[src/hdl/port_pad_pkg.sv]
// package: constants, modes and carriers for the reset pad sequencer
package port_pad_pkg;
  localparam int unsigned CLK_HZ                = 10_000_000;
  localparam int unsigned POST_RESET_PAD_CYCLES = 20400;
  localparam int unsigned DLY_W                 = 15;
  localparam logic [DLY_W-1:0] DLY_LAST = DLY_W'(POST_RESET_PAD_CYCLES - 1);

  // affected bits of ports 1, 4, 8 and 9
  localparam logic [7:0] P1_MASK = 8'hF8;
  localparam logic [7:0] P4_MASK = 8'h02;
  localparam logic [7:0] P8_MASK = 8'hFC;
  localparam logic [7:0] P9_MASK = 8'hFF;
  localparam logic [31:0] AFFECTED_MASK = {P9_MASK, P8_MASK, P4_MASK, P1_MASK};

  // register byte offsets
  localparam logic [7:0] CFG_A_OFS    = 8'h00;
  localparam logic [7:0] CFG_B_OFS    = 8'h04;
  localparam logic [7:0] CFG_C_OFS    = 8'h08;
  localparam logic [7:0] EXT_MEM1_OFS = 8'h0C;
  localparam logic [7:0] STATUS_OFS   = 8'h10;
  localparam int unsigned HDS_BIT     = 1;
  localparam logic [31:0] CFG_RST     = 32'h0000_0000;
  localparam logic [31:0] EXT_MEM1_RST = 32'h0000_0000;
  localparam logic [2:0]  ANALOG_CODE = 3'h7;

  localparam logic [1:0] RESP_OKAY   = 2'h0;
  localparam logic [1:0] RESP_SLVERR = 2'h2;

  typedef enum logic [2:0] {
    PAD_HOLD  = 3'h1,
    PAD_DELAY = 3'h2,
    PAD_LIVE  = 3'h4
  } pad_phase_e;

  typedef struct packed {
    logic [31:0] cfg_a;
    logic [31:0] cfg_b;
    logic [31:0] cfg_c;
  } port_cfg_s;

  typedef struct packed {
    logic [31:0] hiz;
    logic [31:0] weak_pullup;
    logic [31:0] analog;
  } pad_ctrl_s;
endpackage : port_pad_pkg

[src/hdl/port_reset_pad_control.sv]
// top: reset pad sequencing, port configuration registers, AXI4-Lite slave
//
// The implementer's own choices: the AXI4-Lite register port and the address map.
`timescale 1ns/1ps
module port_reset_pad_control (
  input  wire logic               i_clk,
  input  wire logic               i_arst_n,
  input  wire logic               i_wdg_rst,
  input  wire logic               i_sw_rst,
  input  wire logic [31:0]        i_awaddr,
  input  wire logic               i_awvalid,
  output logic                    o_awready,
  input  wire logic [31:0]        i_wdata,
  input  wire logic [3:0]         i_wstrb,
  input  wire logic               i_wvalid,
  output logic                    o_wready,
  output logic [1:0]              o_bresp,
  output logic                    o_bvalid,
  input  wire logic               i_bready,
  input  wire logic [31:0]        i_araddr,
  input  wire logic               i_arvalid,
  output logic                    o_arready,
  output logic [31:0]             o_rdata,
  output logic [1:0]              o_rresp,
  output logic                    o_rvalid,
  input  wire logic               i_rready,
  output port_pad_pkg::pad_ctrl_s o_pad,
  output logic                    o_high_drive_ports,
  output logic                    o_high_drive_strobes
);
  import port_pad_pkg::*;

  ////////////////////////////////////////////////////////////////////////////
  // reset merge: pin reset is async; watchdog and software resets are
  // same-clock pulses registered into one reset flop, int_rst_q, so all share one path
  logic int_rst_q, int_rst_d;
  logic core_rst_n;

  always_comb begin
    int_rst_d = i_wdg_rst || i_sw_rst;
  end

  always_ff @(posedge i_clk or negedge i_arst_n) begin
    if (!i_arst_n) begin
      int_rst_q <= 1'b0;
    end else begin
      int_rst_q <= int_rst_d;
    end
  end

  // glitch-free: int_rst_q is a flop, so the combined reset has no hazard
  assign core_rst_n = i_arst_n && !int_rst_q;

  ////////////////////////////////////////////////////////////////////////////
  // delay sequencer
  logic       live;
  pad_phase_e phase;

  pad_reset_delay u_delay (
    .i_clk   (i_clk),
    .i_rst_n (core_rst_n),
    .o_live  (live),
    .o_phase (phase)
  );

  ////////////////////////////////////////////////////////////////////////////
  // registers
  port_cfg_s   cfg_q, cfg_d;
  logic [31:0] ext_mem1_q, ext_mem1_d;

  function automatic logic [31:0] merge(input logic [31:0] old, input logic [31:0] nw,
                                        input logic [3:0] strb);
    for (int i = 0; i < 4; i++) begin
      merge[i*8 +: 8] = strb[i] ? nw[i*8 +: 8] : old[i*8 +: 8];
    end
  endfunction : merge

  ////////////////////////////////////////////////////////////////////////////
  // axi4-lite write channel
  logic        aw_have_q, aw_have_d;
  logic        w_have_q, w_have_d;
  logic [7:0]  awaddr_q, awaddr_d;
  logic [31:0] wdata_q, wdata_d;
  logic [3:0]  wstrb_q, wstrb_d;
  logic        awready_q, awready_d;
  logic        wready_q, wready_d;
  logic        bvalid_q, bvalid_d;
  logic [1:0]  bresp_q, bresp_d;
  logic        do_write;

  always_comb begin
    aw_have_d  = aw_have_q;
    w_have_d   = w_have_q;
    awaddr_d   = awaddr_q;
    wdata_d    = wdata_q;
    wstrb_d    = wstrb_q;
    bvalid_d   = bvalid_q;
    bresp_d    = bresp_q;
    cfg_d      = cfg_q;
    ext_mem1_d = ext_mem1_q;
    do_write   = 1'b0;
    if (awready_q && i_awvalid) begin
      aw_have_d = 1'b1;
      awaddr_d  = i_awaddr[7:0];
    end
    if (wready_q && i_wvalid) begin
      w_have_d = 1'b1;
      wdata_d  = i_wdata;
      wstrb_d  = i_wstrb;
    end
    if (aw_have_q && w_have_q && !bvalid_q) begin
      do_write  = 1'b1;
      aw_have_d = 1'b0;
      w_have_d  = 1'b0;
      bvalid_d  = 1'b1;
      bresp_d   = RESP_OKAY;
      case (awaddr_q)
        CFG_A_OFS:    cfg_d.cfg_a = merge(cfg_q.cfg_a, wdata_q, wstrb_q);
        CFG_B_OFS:    cfg_d.cfg_b = merge(cfg_q.cfg_b, wdata_q, wstrb_q);
        CFG_C_OFS:    cfg_d.cfg_c = merge(cfg_q.cfg_c, wdata_q, wstrb_q);
        EXT_MEM1_OFS: ext_mem1_d  = merge(ext_mem1_q, wdata_q, wstrb_q);
        STATUS_OFS:   bresp_d     = RESP_OKAY;
        default:      bresp_d     = RESP_SLVERR;
      endcase
    end else if (bvalid_q && i_bready) begin
      bvalid_d = 1'b0;
    end
    // accept one address and one data per write; hold off until answered
    awready_d = !aw_have_d && !bvalid_d && !do_write;
    wready_d  = !w_have_d && !bvalid_d && !do_write;
  end

  always_ff @(posedge i_clk or negedge core_rst_n) begin
    if (!core_rst_n) begin
      cfg_q      <= '{cfg_a: CFG_RST, cfg_b: CFG_RST, cfg_c: CFG_RST};
      ext_mem1_q <= EXT_MEM1_RST;
      aw_have_q  <= 1'b0;
      w_have_q   <= 1'b0;
      awaddr_q   <= 8'h00;
      wdata_q    <= 32'h0000_0000;
      wstrb_q    <= 4'h0;
      awready_q  <= 1'b0;
      wready_q   <= 1'b0;
      bvalid_q   <= 1'b0;
      bresp_q    <= RESP_OKAY;
    end else begin
      cfg_q      <= cfg_d;
      ext_mem1_q <= ext_mem1_d;
      aw_have_q  <= aw_have_d;
      w_have_q   <= w_have_d;
      awaddr_q   <= awaddr_d;
      wdata_q    <= wdata_d;
      wstrb_q    <= wstrb_d;
      awready_q  <= awready_d;
      wready_q   <= wready_d;
      bvalid_q   <= bvalid_d;
      bresp_q    <= bresp_d;
    end
  end

  ////////////////////////////////////////////////////////////////////////////
  // axi4-lite read channel
  logic        arready_q, arready_d;
  logic        rvalid_q, rvalid_d;
  logic [31:0] rdata_q, rdata_d;
  logic [1:0]  rresp_q, rresp_d;

  always_comb begin
    rvalid_d  = rvalid_q;
    rdata_d   = rdata_q;
    rresp_d   = rresp_q;
    if (arready_q && i_arvalid) begin
      rvalid_d = 1'b1;
      rresp_d  = RESP_OKAY;
      case (i_araddr[7:0])
        CFG_A_OFS:    rdata_d = cfg_q.cfg_a;
        CFG_B_OFS:    rdata_d = cfg_q.cfg_b;
        CFG_C_OFS:    rdata_d = cfg_q.cfg_c;
        EXT_MEM1_OFS: rdata_d = ext_mem1_q;
        STATUS_OFS:   rdata_d = {29'h0000_0000, phase};
        default: begin
          rdata_d = 32'h0000_0000;
          rresp_d = RESP_SLVERR;
        end
      endcase
    end else if (rvalid_q && i_rready) begin
      rvalid_d = 1'b0;
    end
    arready_d = !rvalid_d && !(arready_q && i_arvalid);
  end

  always_ff @(posedge i_clk or negedge core_rst_n) begin
    if (!core_rst_n) begin
      arready_q <= 1'b0;
      rvalid_q  <= 1'b0;
      rdata_q   <= 32'h0000_0000;
      rresp_q   <= RESP_OKAY;
    end else begin
      arready_q <= arready_d;
      rvalid_q  <= rvalid_d;
      rdata_q   <= rdata_d;
      rresp_q   <= rresp_d;
    end
  end

  ////////////////////////////////////////////////////////////////////////////
  // pad control outputs, registered
  pad_ctrl_s pad_d, pad_q;
  logic      hd_q, hd_d;

  pad_mode_decode u_decode (
    .i_cfg  (cfg_q),
    .i_live (live),
    .o_ctrl (pad_d)
  );

  always_comb begin
    hd_d = ext_mem1_q[HDS_BIT];
  end

  // one cycle of output latency; the hold state still covers the reset
  // itself because the flops reset straight to floating
  always_ff @(posedge i_clk or negedge core_rst_n) begin
    if (!core_rst_n) begin
      pad_q <= '{hiz: AFFECTED_MASK, weak_pullup: ~AFFECTED_MASK, analog: 32'h0000_0000};
      hd_q  <= 1'b0;
    end else begin
      pad_q <= pad_d;
      hd_q  <= hd_d;
    end
  end

  assign o_pad                = pad_q;
  assign o_high_drive_ports   = hd_q;
  assign o_high_drive_strobes = hd_q;
  assign o_awready = awready_q;
  assign o_wready  = wready_q;
  assign o_bvalid  = bvalid_q;
  assign o_bresp   = bresp_q;
  assign o_arready = arready_q;
  assign o_rvalid  = rvalid_q;
  assign o_rdata   = rdata_q;
  assign o_rresp   = rresp_q;
endmodule : port_reset_pad_control

[src/hdl/pad_reset_delay.sv]
// post-reset pad delay counter and phase machine
`timescale 1ns/1ps
module pad_reset_delay (
  input  wire logic                     i_clk,
  input  wire logic                     i_rst_n,
  output logic                          o_live,
  output port_pad_pkg::pad_phase_e      o_phase
);
  import port_pad_pkg::*;

  pad_phase_e       phase_q, phase_d;
  logic [DLY_W-1:0] cnt_q, cnt_d;

  always_comb begin
    phase_d = phase_q;
    cnt_d   = cnt_q;
    case (phase_q)
      PAD_HOLD: begin
        phase_d = PAD_DELAY;
        cnt_d   = '0;
      end
      PAD_DELAY: begin
        if (cnt_q == DLY_LAST) begin
          phase_d = PAD_LIVE;
        end else begin
          cnt_d = cnt_q + DLY_W'(1);
        end
      end
      PAD_LIVE: phase_d = PAD_LIVE;
      default: begin
        phase_d = PAD_HOLD;
        cnt_d   = '0;
      end
    endcase
  end

  always_ff @(posedge i_clk or negedge i_rst_n) begin
    if (!i_rst_n) begin
      phase_q <= PAD_HOLD;
      cnt_q   <= '0;
    end else begin
      phase_q <= phase_d;
      cnt_q   <= cnt_d;
    end
  end

  assign o_live  = (phase_q == PAD_LIVE);
  assign o_phase = phase_q;
endmodule : pad_reset_delay

[src/hdl/pad_mode_decode.sv]
// per-bit pad mode decode from the three configuration registers
`timescale 1ns/1ps
module pad_mode_decode (
  input  port_pad_pkg::port_cfg_s i_cfg,
  input  wire logic               i_live,
  output port_pad_pkg::pad_ctrl_s o_ctrl
);
  import port_pad_pkg::*;

  function automatic logic [2:0] code_of(input port_cfg_s c, input int unsigned b);
    code_of = {c.cfg_c[b], c.cfg_b[b], c.cfg_a[b]};
  endfunction : code_of

  always_comb begin
    o_ctrl = '0;
    for (int unsigned b = 0; b < 32; b++) begin
      o_ctrl.analog[b] = (code_of(i_cfg, b) == ANALOG_CODE);
      if (AFFECTED_MASK[b]) begin
        o_ctrl.hiz[b]         = !i_live;
        o_ctrl.weak_pullup[b] = i_live && (code_of(i_cfg, b) == 3'h0);
      end else begin
        o_ctrl.weak_pullup[b] = (code_of(i_cfg, b) == 3'h0);
      end
    end
  end
endmodule : pad_mode_decode

[config.mk]
export PLATFORM = sky130hd
export DESIGN_NAME = port_reset_pad_control
export DESIGN_NICKNAME = d
export VERILOG_FILES = /design/src/hdl/port_pad_pkg.sv /design/src/hdl/port_reset_pad_control.sv /design/src/hdl/pad_reset_delay.sv /design/src/hdl/pad_mode_decode.sv
export SDC_FILE = /design/constraint.sdc
export NUM_CORES = 1
export LEC_CHECK = 0
export BUFFER_PORTS_ARGS = -buffer_cell sky130_fd_sc_hd__buf_4
export CAP_MARGIN = 30
export CORE_UTILIZATION = 44
export CTS_CLUSTER_SIZE = 12
export DETAILED_ROUTE_END_ITERATION = 12
export PLACE_DENSITY = 0.69
export SETUP_SLACK_MARGIN = 0.2
export SLEW_MARGIN = 10
export SYNTH_ARGS = -nofsm -noshare
export SYNTH_HDL_FRONTEND = slang
export SYNTH_SLANG_ARGS = --single-unit
export TNS_END_PERCENT = 20
[constraint.sdc]
create_clock -name i_clk -period 22.3 [get_ports i_clk]
set_clock_uncertainty 0.1 [all_clocks]
set_input_delay 4.46 -clock i_clk [delete_from_list [all_inputs] [get_ports i_clk]]
set_output_delay 4.46 -clock i_clk [all_outputs]
set_load 0.03 [all_outputs]
Word level (Yosys, flattened, before mapping)
Index checks and enable logic that the tools add are counted.
W data, S select, Z words.
{"block": "totals", "out_inout_bits": 139, "reg_bits": 300}
{"block": "op_classes", "n_eq_ne": 46, "n_bitwise": 1, "muxes": 16, "n_reduce_logical": 96, "addsub": 1}
{"operator": "$pmux W32 S5", "count": 1}
{"operator": "$eq A3 B3 Y1 const B", "count": 33}
{"operator": "$logic_not A3 Y1", "count": 32}
{"operator": "$reduce_and A3 Y1", "count": 16}
{"operator": "$logic_and A1 B1 Y1", "count": 33}
{"operator": "$eq A8 B4 Y1 const B", "count": 4}
{"operator": "$pmux W15 S2", "count": 1}
{"operator": "$eq A8 B3 Y1 const B", "count": 2}
{"operator": "$eq A8 B5 Y1 const B", "count": 2}
{"operator": "$logic_not A8 Y1", "count": 2}
{"operator": "$add A15 B1 Y15 const B", "count": 1}
{"operator": "$eq A15 B15 Y1 const B", "count": 1}
{"operator": "$mux W15", "count": 1}
{"operator": "$reduce_or A5 Y1", "count": 2}
{"operator": "$logic_not A1 Y1", "count": 9}
{"operator": "$mux W1", "count": 9}
{"operator": "$pmux W3 S3", "count": 1}
{"operator": "$mux W2", "count": 2}
{"operator": "$eq A3 B1 Y1 const B", "count": 1}
{"operator": "$eq A3 B2 Y1 const B", "count": 1}
{"operator": "$mux W3", "count": 1}
{"operator": "$ne A2 B1 Y1 const B", "count": 1}
{"operator": "$ne A2 B2 Y1 const B", "count": 1}
{"operator": "$reduce_and A2 Y1", "count": 1}
{"operator": "other kinds (2)", "count": 2}

Logic depth before layout (Yosys ltp)
{"block": "depth", "word_depth": 6, "mapped_depth": 6, "mapped_depth_nobuf": 5}

Hierarchy
Synthesis repeated with hierarchy kept, for this count alone.
{"block": "hier_totals", "cells_unflattened": 849, "area_unflattened_um2": 13551.7}
{"module": "port_reset_pad_control", "cells_each": 642, "seq_area_each_um2": 7822.5, "area_per_inst_um2": 11539.8, "instances": 1}
{"module": "pad_reset_delay", "cells_each": 108, "seq_area_each_um2": 451.7, "area_per_inst_um2": 1022.2, "instances": 1}
{"module": "pad_mode_decode", "cells_each": 99, "seq_area_each_um2": 0.0, "area_per_inst_um2": 989.7, "instances": 1}

Worst setup path before layout
No wires, ideal clock.
{"block": "synth_timing", "kind": "input-to-reg", "startpoint": "input port i_araddr[2]", "endpoint": "register rdata_q[10] (netlist: o_rdata[10])", "arrival_ns": 5.882, "required_ns": 22.082, "stages": 5, "setup_ns": 0.118, "path_buffers": 2, "setup_slack_ns": 16.200, "cell_sequence": "buf_2 > buf_1 > mux4_2 > nand3_1 > nand2_1"}
{"block": "synth_between", "elab_chain_len": 2, "word_cells_on_any_way": 6, "classes_between": "eq/ne: 4; mux: 1; reduce/logical: 1"}
{"element": "start, declared", "line_no": "port_reset_pad_control.sv:20", "text": "input wire logic [31:0] i_araddr,"}
{"element": "$eq A8 B5 Y1, or another cell as far along", "line_no": "port_reset_pad_control.sv:175", "text": "case (i_araddr[7:0])"}
{"element": "$pmux W32 S5 *", "line_no": "port_reset_pad_control.sv:175"}
{"element": "end signal, assigned", "line_no": "port_reset_pad_control.sv:201", "text": "rdata_q <= rdata_d;"}
{"element": "end, declared", "line_no": "port_reset_pad_control.sv:165", "text": "logic [31:0] rdata_q, rdata_d;"}
Every way passes the cells marked *; elsewhere a longest branch is shown, timed or not.
A chain may end at the register's enable or synchronous reset.

==> impl_metrics.xml <==
<?xml version="1.0" encoding="UTF-8"?>
<metrics>
  <group name="yosys">
    <metric name="dominantRegCellSynth" unit="">dfrtp_1</metric>
    <metric name="synth_edf_count" unit="">0</metric>
    <metric name="synth.most_common_cell" unit="">dfrtp_1</metric>
    <metric name="postSynthCellCount" unit="">883</metric>
    <metric name="register_area_share_after_synthesis" unit="%">60.3</metric>
    <metric name="share_of_async_settable_or_async_resettable_flops_after_synthesis" unit="%">100</metric>
    <metric name="synth.top_cells.by_area" unit="">dfrtp_1 57%, mux2_2 16%, mux4_2 5.3%</metric>
    <metric name="syn_area" unit="um2">12400</metric>
    <metric name="synth_seq_cells" unit="">298</metric>
    <metric name="synth_top_cell_area_share" unit="%">57.3</metric>
    <metric name="synth_cell_types" unit="">55</metric>
    <metric name="yosysWarnings" unit="">0</metric>
    <metric name="post_synth.cell_area_avg" unit="um2">14.0</metric>
    <metric name="post-synth-top-area-cell" unit="">dfrtp_1</metric>
    <metric name="synth.cells.most_frequent" unit="">284 x dfrtp_1, 175 x mux2_2, 72 x nand2_1, 39 x nand3_1, 34 x buf_4</metric>
  </group>
  <group name="pwr">
    <metric name="internal-power" unit="W">0.00106</metric>
    <metric name="switching_share" unit="%">27.2</metric>
    <metric name="power_frac_clock" unit="%">37.0</metric>
    <metric name="combinationalPowerShare" unit="%">14.7</metric>
    <metric name="power_density" unit="nW/um2">96.5</metric>
    <metric name="vdd_drop_max" unit="uV">65.4</metric>
    <metric name="netSwitchingPower" unit="W">0.000397</metric>
    <metric name="standby_leakage_power" unit="nW">7.56</metric>
    <metric name="share_seq_of_total_power" unit="%">48.3</metric>
  </group>
  <group name="clock_network">
    <metric name="cts.sinks" unit="">298</metric>
    <metric name="cts.reportedPaths.clkPinSlew" unit="ns">0.05</metric>
    <metric name="cts-buffers-inserted" unit="">34</metric>
    <metric name="worst_skew_pair.late_latency" unit="ns">0.50</metric>
    <metric name="ctsHoldBuffers" unit="">0</metric>
    <metric name="clock_tree.htree_level_count" unit="">2</metric>
    <metric name="cts.repair_timing.setup_buffer_count" unit="">0</metric>
    <metric name="clockBufferDepth" unit="">3</metric>
    <metric name="tritoncts_clock_tree" unit="">yes</metric>
    <metric name="cts_root_buf" unit="">clkbuf_16</metric>
    <metric name="cts-resized-gates" unit="">0</metric>
  </group>
  <group name="floorplan">
    <metric name="num_rows" unit="">61</metric>
    <metric name="floorplan.io_pins" unit="">248</metric>
    <metric name="start_util" unit="%">44.6</metric>
    <metric name="die-area" unit="um2">28900</metric>
    <metric name="die_height" unit="um">170</metric>
    <metric name="core_region_area" unit="um2">27800</metric>
    <metric name="die_w" unit="um">170</metric>
  </group>
  <group name="worst_setup_path">
    <metric name="critical-path-max-stage-delay" unit="ns">0.72</metric>
    <metric name="critical_path.endpoint_type" unit="">output port</metric>
    <metric name="cp_data_required_time" unit="ns">17.74</metric>
    <metric name="timing.critical_path.cells" unit="">buf_4</metric>
    <metric name="critPathMaxFanout" unit="">20</metric>
    <metric name="cp_num_buf_inv" unit="">1</metric>
    <metric name="cp_slowest_cell" unit="">dfstp_2</metric>
    <metric name="crit_family" unit="">flip-flops</metric>
    <metric name="critPathArrivalTime" unit="ns">1.44</metric>
    <metric name="worstSetupPathType" unit="">flip-flop to output port</metric>
    <metric name="critPathLaunchType" unit="">flip-flop</metric>
  </group>
  <group name="timing">
    <metric name="tightestPinTransition" unit="ns">0.894</metric>
    <metric name="final-hold-violation-count" unit="">0</metric>
    <metric name="timing.max_slew.rel_slack" unit="%">40.4</metric>
    <metric name="timing.hold.ws" unit="ns">0.298</metric>
    <metric name="setup_viol" unit="">0</metric>
    <metric name="maxSlewViolCount" unit="">0</metric>
    <metric name="post-route-min-period" unit="ns">6.00</metric>
    <metric name="setup_repair_after_global_routing_missed_its_margin" unit="">no</metric>
    <metric name="maxClockFrequency" unit="MHz">167</metric>
    <metric name="layout_worst_path_cycle_share" unit="%">26.9</metric>
    <metric name="fin_setup_tns" unit="ns">0</metric>
  </group>
  <group name="status">
    <metric name="violations" unit="">DRC</metric>
    <metric name="status" unit="">finished with violations</metric>
  </group>
  <group name="routing">
    <metric name="avgRoutedWirePerCell" unit="um">18.6</metric>
    <metric name="detail_route.first_pass.iterations" unit="">8</metric>
    <metric name="highest-signal-layer" unit="">met4</metric>
    <metric name="drt_iter0_markers" unit="">454</metric>
    <metric name="detail_route.wirelength.met1" unit="mm">12.1</metric>
    <metric name="ant_nets" unit="">0</metric>
    <metric name="met2WireLength" unit="mm">13.0</metric>
    <metric name="remaining_drc_errors" unit="">2</metric>
    <metric name="dr_total_vias" unit="">7563</metric>
    <metric name="avgViaCountPerCell" unit="">5.19</metric>
    <metric name="route.met3.wl" unit="mm">1.29</metric>
    <metric name="postRouteWirelength" unit="mm">27.1</metric>
  </group>
  <group name="placed_design">
    <metric name="post-dp-hpwl" unit="mm">17.0</metric>
    <metric name="final_gp_congestion" unit="">0.740</metric>
    <metric name="placement.cell_area" unit="um2">14000</metric>
    <metric name="buffer_ports.inserted" unit="">185</metric>
  </group>
  <group name="final_layout">
    <metric name="post-route-cell-area" unit="um2">15100</metric>
    <metric name="finish.net_count" unit="">1166</metric>
    <metric name="areaGrowthSynthToFinish" unit="%">21.9</metric>
    <metric name="diodes" unit="">0</metric>
    <metric name="num-fill-cells" unit="">2346</metric>
    <metric name="drive_gt1_share" unit="%">45.7</metric>
  </group>
  <group name="global_routing">
    <metric name="grt_first_pass_wirelength" unit="mm">42.8</metric>
    <metric name="globalRouteTotalUtil" unit="%">19.3</metric>
    <metric name="grt_antenna_before_repair" unit="">0</metric>
    <metric name="grt_pass1_vias" unit="">7778</metric>
    <metric name="largest_net_degree_at_the_start_of_global_routing" unit="">168</metric>
    <metric name="grt-ovfl-total" unit="">0</metric>
  </group>
  <group name="worst_hold_path">
    <metric name="hold_class" unit="">flip-flop to flip-flop</metric>
  </group>
  <group name="run">
    <metric name="max_capacitance_violation_count" unit="">0</metric>
  </group>
</metrics>
power groups by stage:
stage          clock network (W)  registers (W)  logic, W
2_1_floorplan                  0       0.000709  0.000152
5_1_grt                 0.000576       0.000718  0.000231
4_1_cts                 0.000556       0.000705  0.000217
3_5_place_dp                   0       0.000713  0.000216
6_report                0.000539       0.000705  0.000214
3_3_place_gp                   0       0.000710  0.000211
state kept, by name (all words and copies together), names as in the netlist, 3 cells and up:
signal and flops:
awaddr_q 8, cfg_q 96, ext_mem1_q 32, o_pad 65, o_rdata 32, u_delay.cnt_q 15
u_delay.o_phase 3, wdata_q 32, wstrb_q 4
path summary, 6_finish.rpt:
check	start	end	slack [ns]	cells past startpoint
max in group asynchronous	i_arst_n	o_rvalid$_DFF_PN0_	16.67	4
min	ext_mem1_q[1]$_DFFE_PN0P_	o_high_drive_ports$_DFF_PN0_	0.30	0
max reg2reg	awaddr_q[0]$_DFFE_PN0P_	ext_mem1_q[2]$_DFFE_PN0P_	19.83	5
min reg2reg	ext_mem1_q[1]$_DFFE_PN0P_	o_high_drive_ports$_DFF_PN0_	0.30	0
min in group asynchronous	int_rst_q$_DFF_PN0_	awaddr_q[6]$_DFFE_PN0P_	0.42	2
max	o_pad[67]$_DFF_PN1_	o_pad[84]	16.30	1
through the flow:
| stage | instances | utilization, % | worst slack (ns) | power (W) |
|---|---|---|---|---|
| finish | 1457 | 54.4 | 16.30 | 0.00146 |
| global route | 1457 | 54.4 | 16.22 | 0.00153 |
| CTS | 1455 | 54.3 | 16.27 | 0.00148 |
| detailed placement | 1396 | 50.4 | 16.09 | 0.000929 |
| global placement | 1394 | 50.3 | 15.92 | 0.000920 |
| floorplan | 896 | - | 7.09 | 0.000860 |
layer usage:
metal	vias to the layer above	GRT usage, %
met5	-	0
met4	0	6.46
met3	54	3.86
met2	185	31.3
met1	3830	25.9
li1	3494	-
placed cells by master (no fill, tap or decap), types with 12 or more instances in the layout:
master	n
clkbuf_16	35
dfstp_2	14
buf_4	191
conb_1	14
nor2_1	12
nor3_1	16
nor4_1	24
mux4_2	29
nand3_1	39
dfrtp_1	284
mux2_2	175
and3_1	32
nand2_1	71
cell type report:
cell class / count / area, um2 / share of cell area (%)
Clock buffer: 50 / 982 / 6.50
Tap cell: 378 / 473 / 3.13
Clock inverter: 9 / 104 / 0.687
Sequential cell: 298 / 7470 / 49.4
Timing Repair Buffer: 196 / 1520 / 10.0
Multi-Input combinational cell: 519 / 4540 / 30.0
Inverter: 7 / 26.3 / 0.174
cells by family (layout without fill, tap and decap cells):
logic type / count (synthesis) / in the layout / share of synthesized area [%]
buf+inv: 79 / 262 / 3.67
simple gates: 257 / 257 / 12.3
xor+xnor: 7 / 7 / 0.494
flops: 298 / 298 / 60.3
compound gates: 32 / 32 / 1.62
other cells: 1 / 14 / 0.0302
mux: 208 / 208 / 21.5
fa+ha+maj: 1 / 1 / 0.101
No activity file was read; power rests on OpenSTA's default activity.
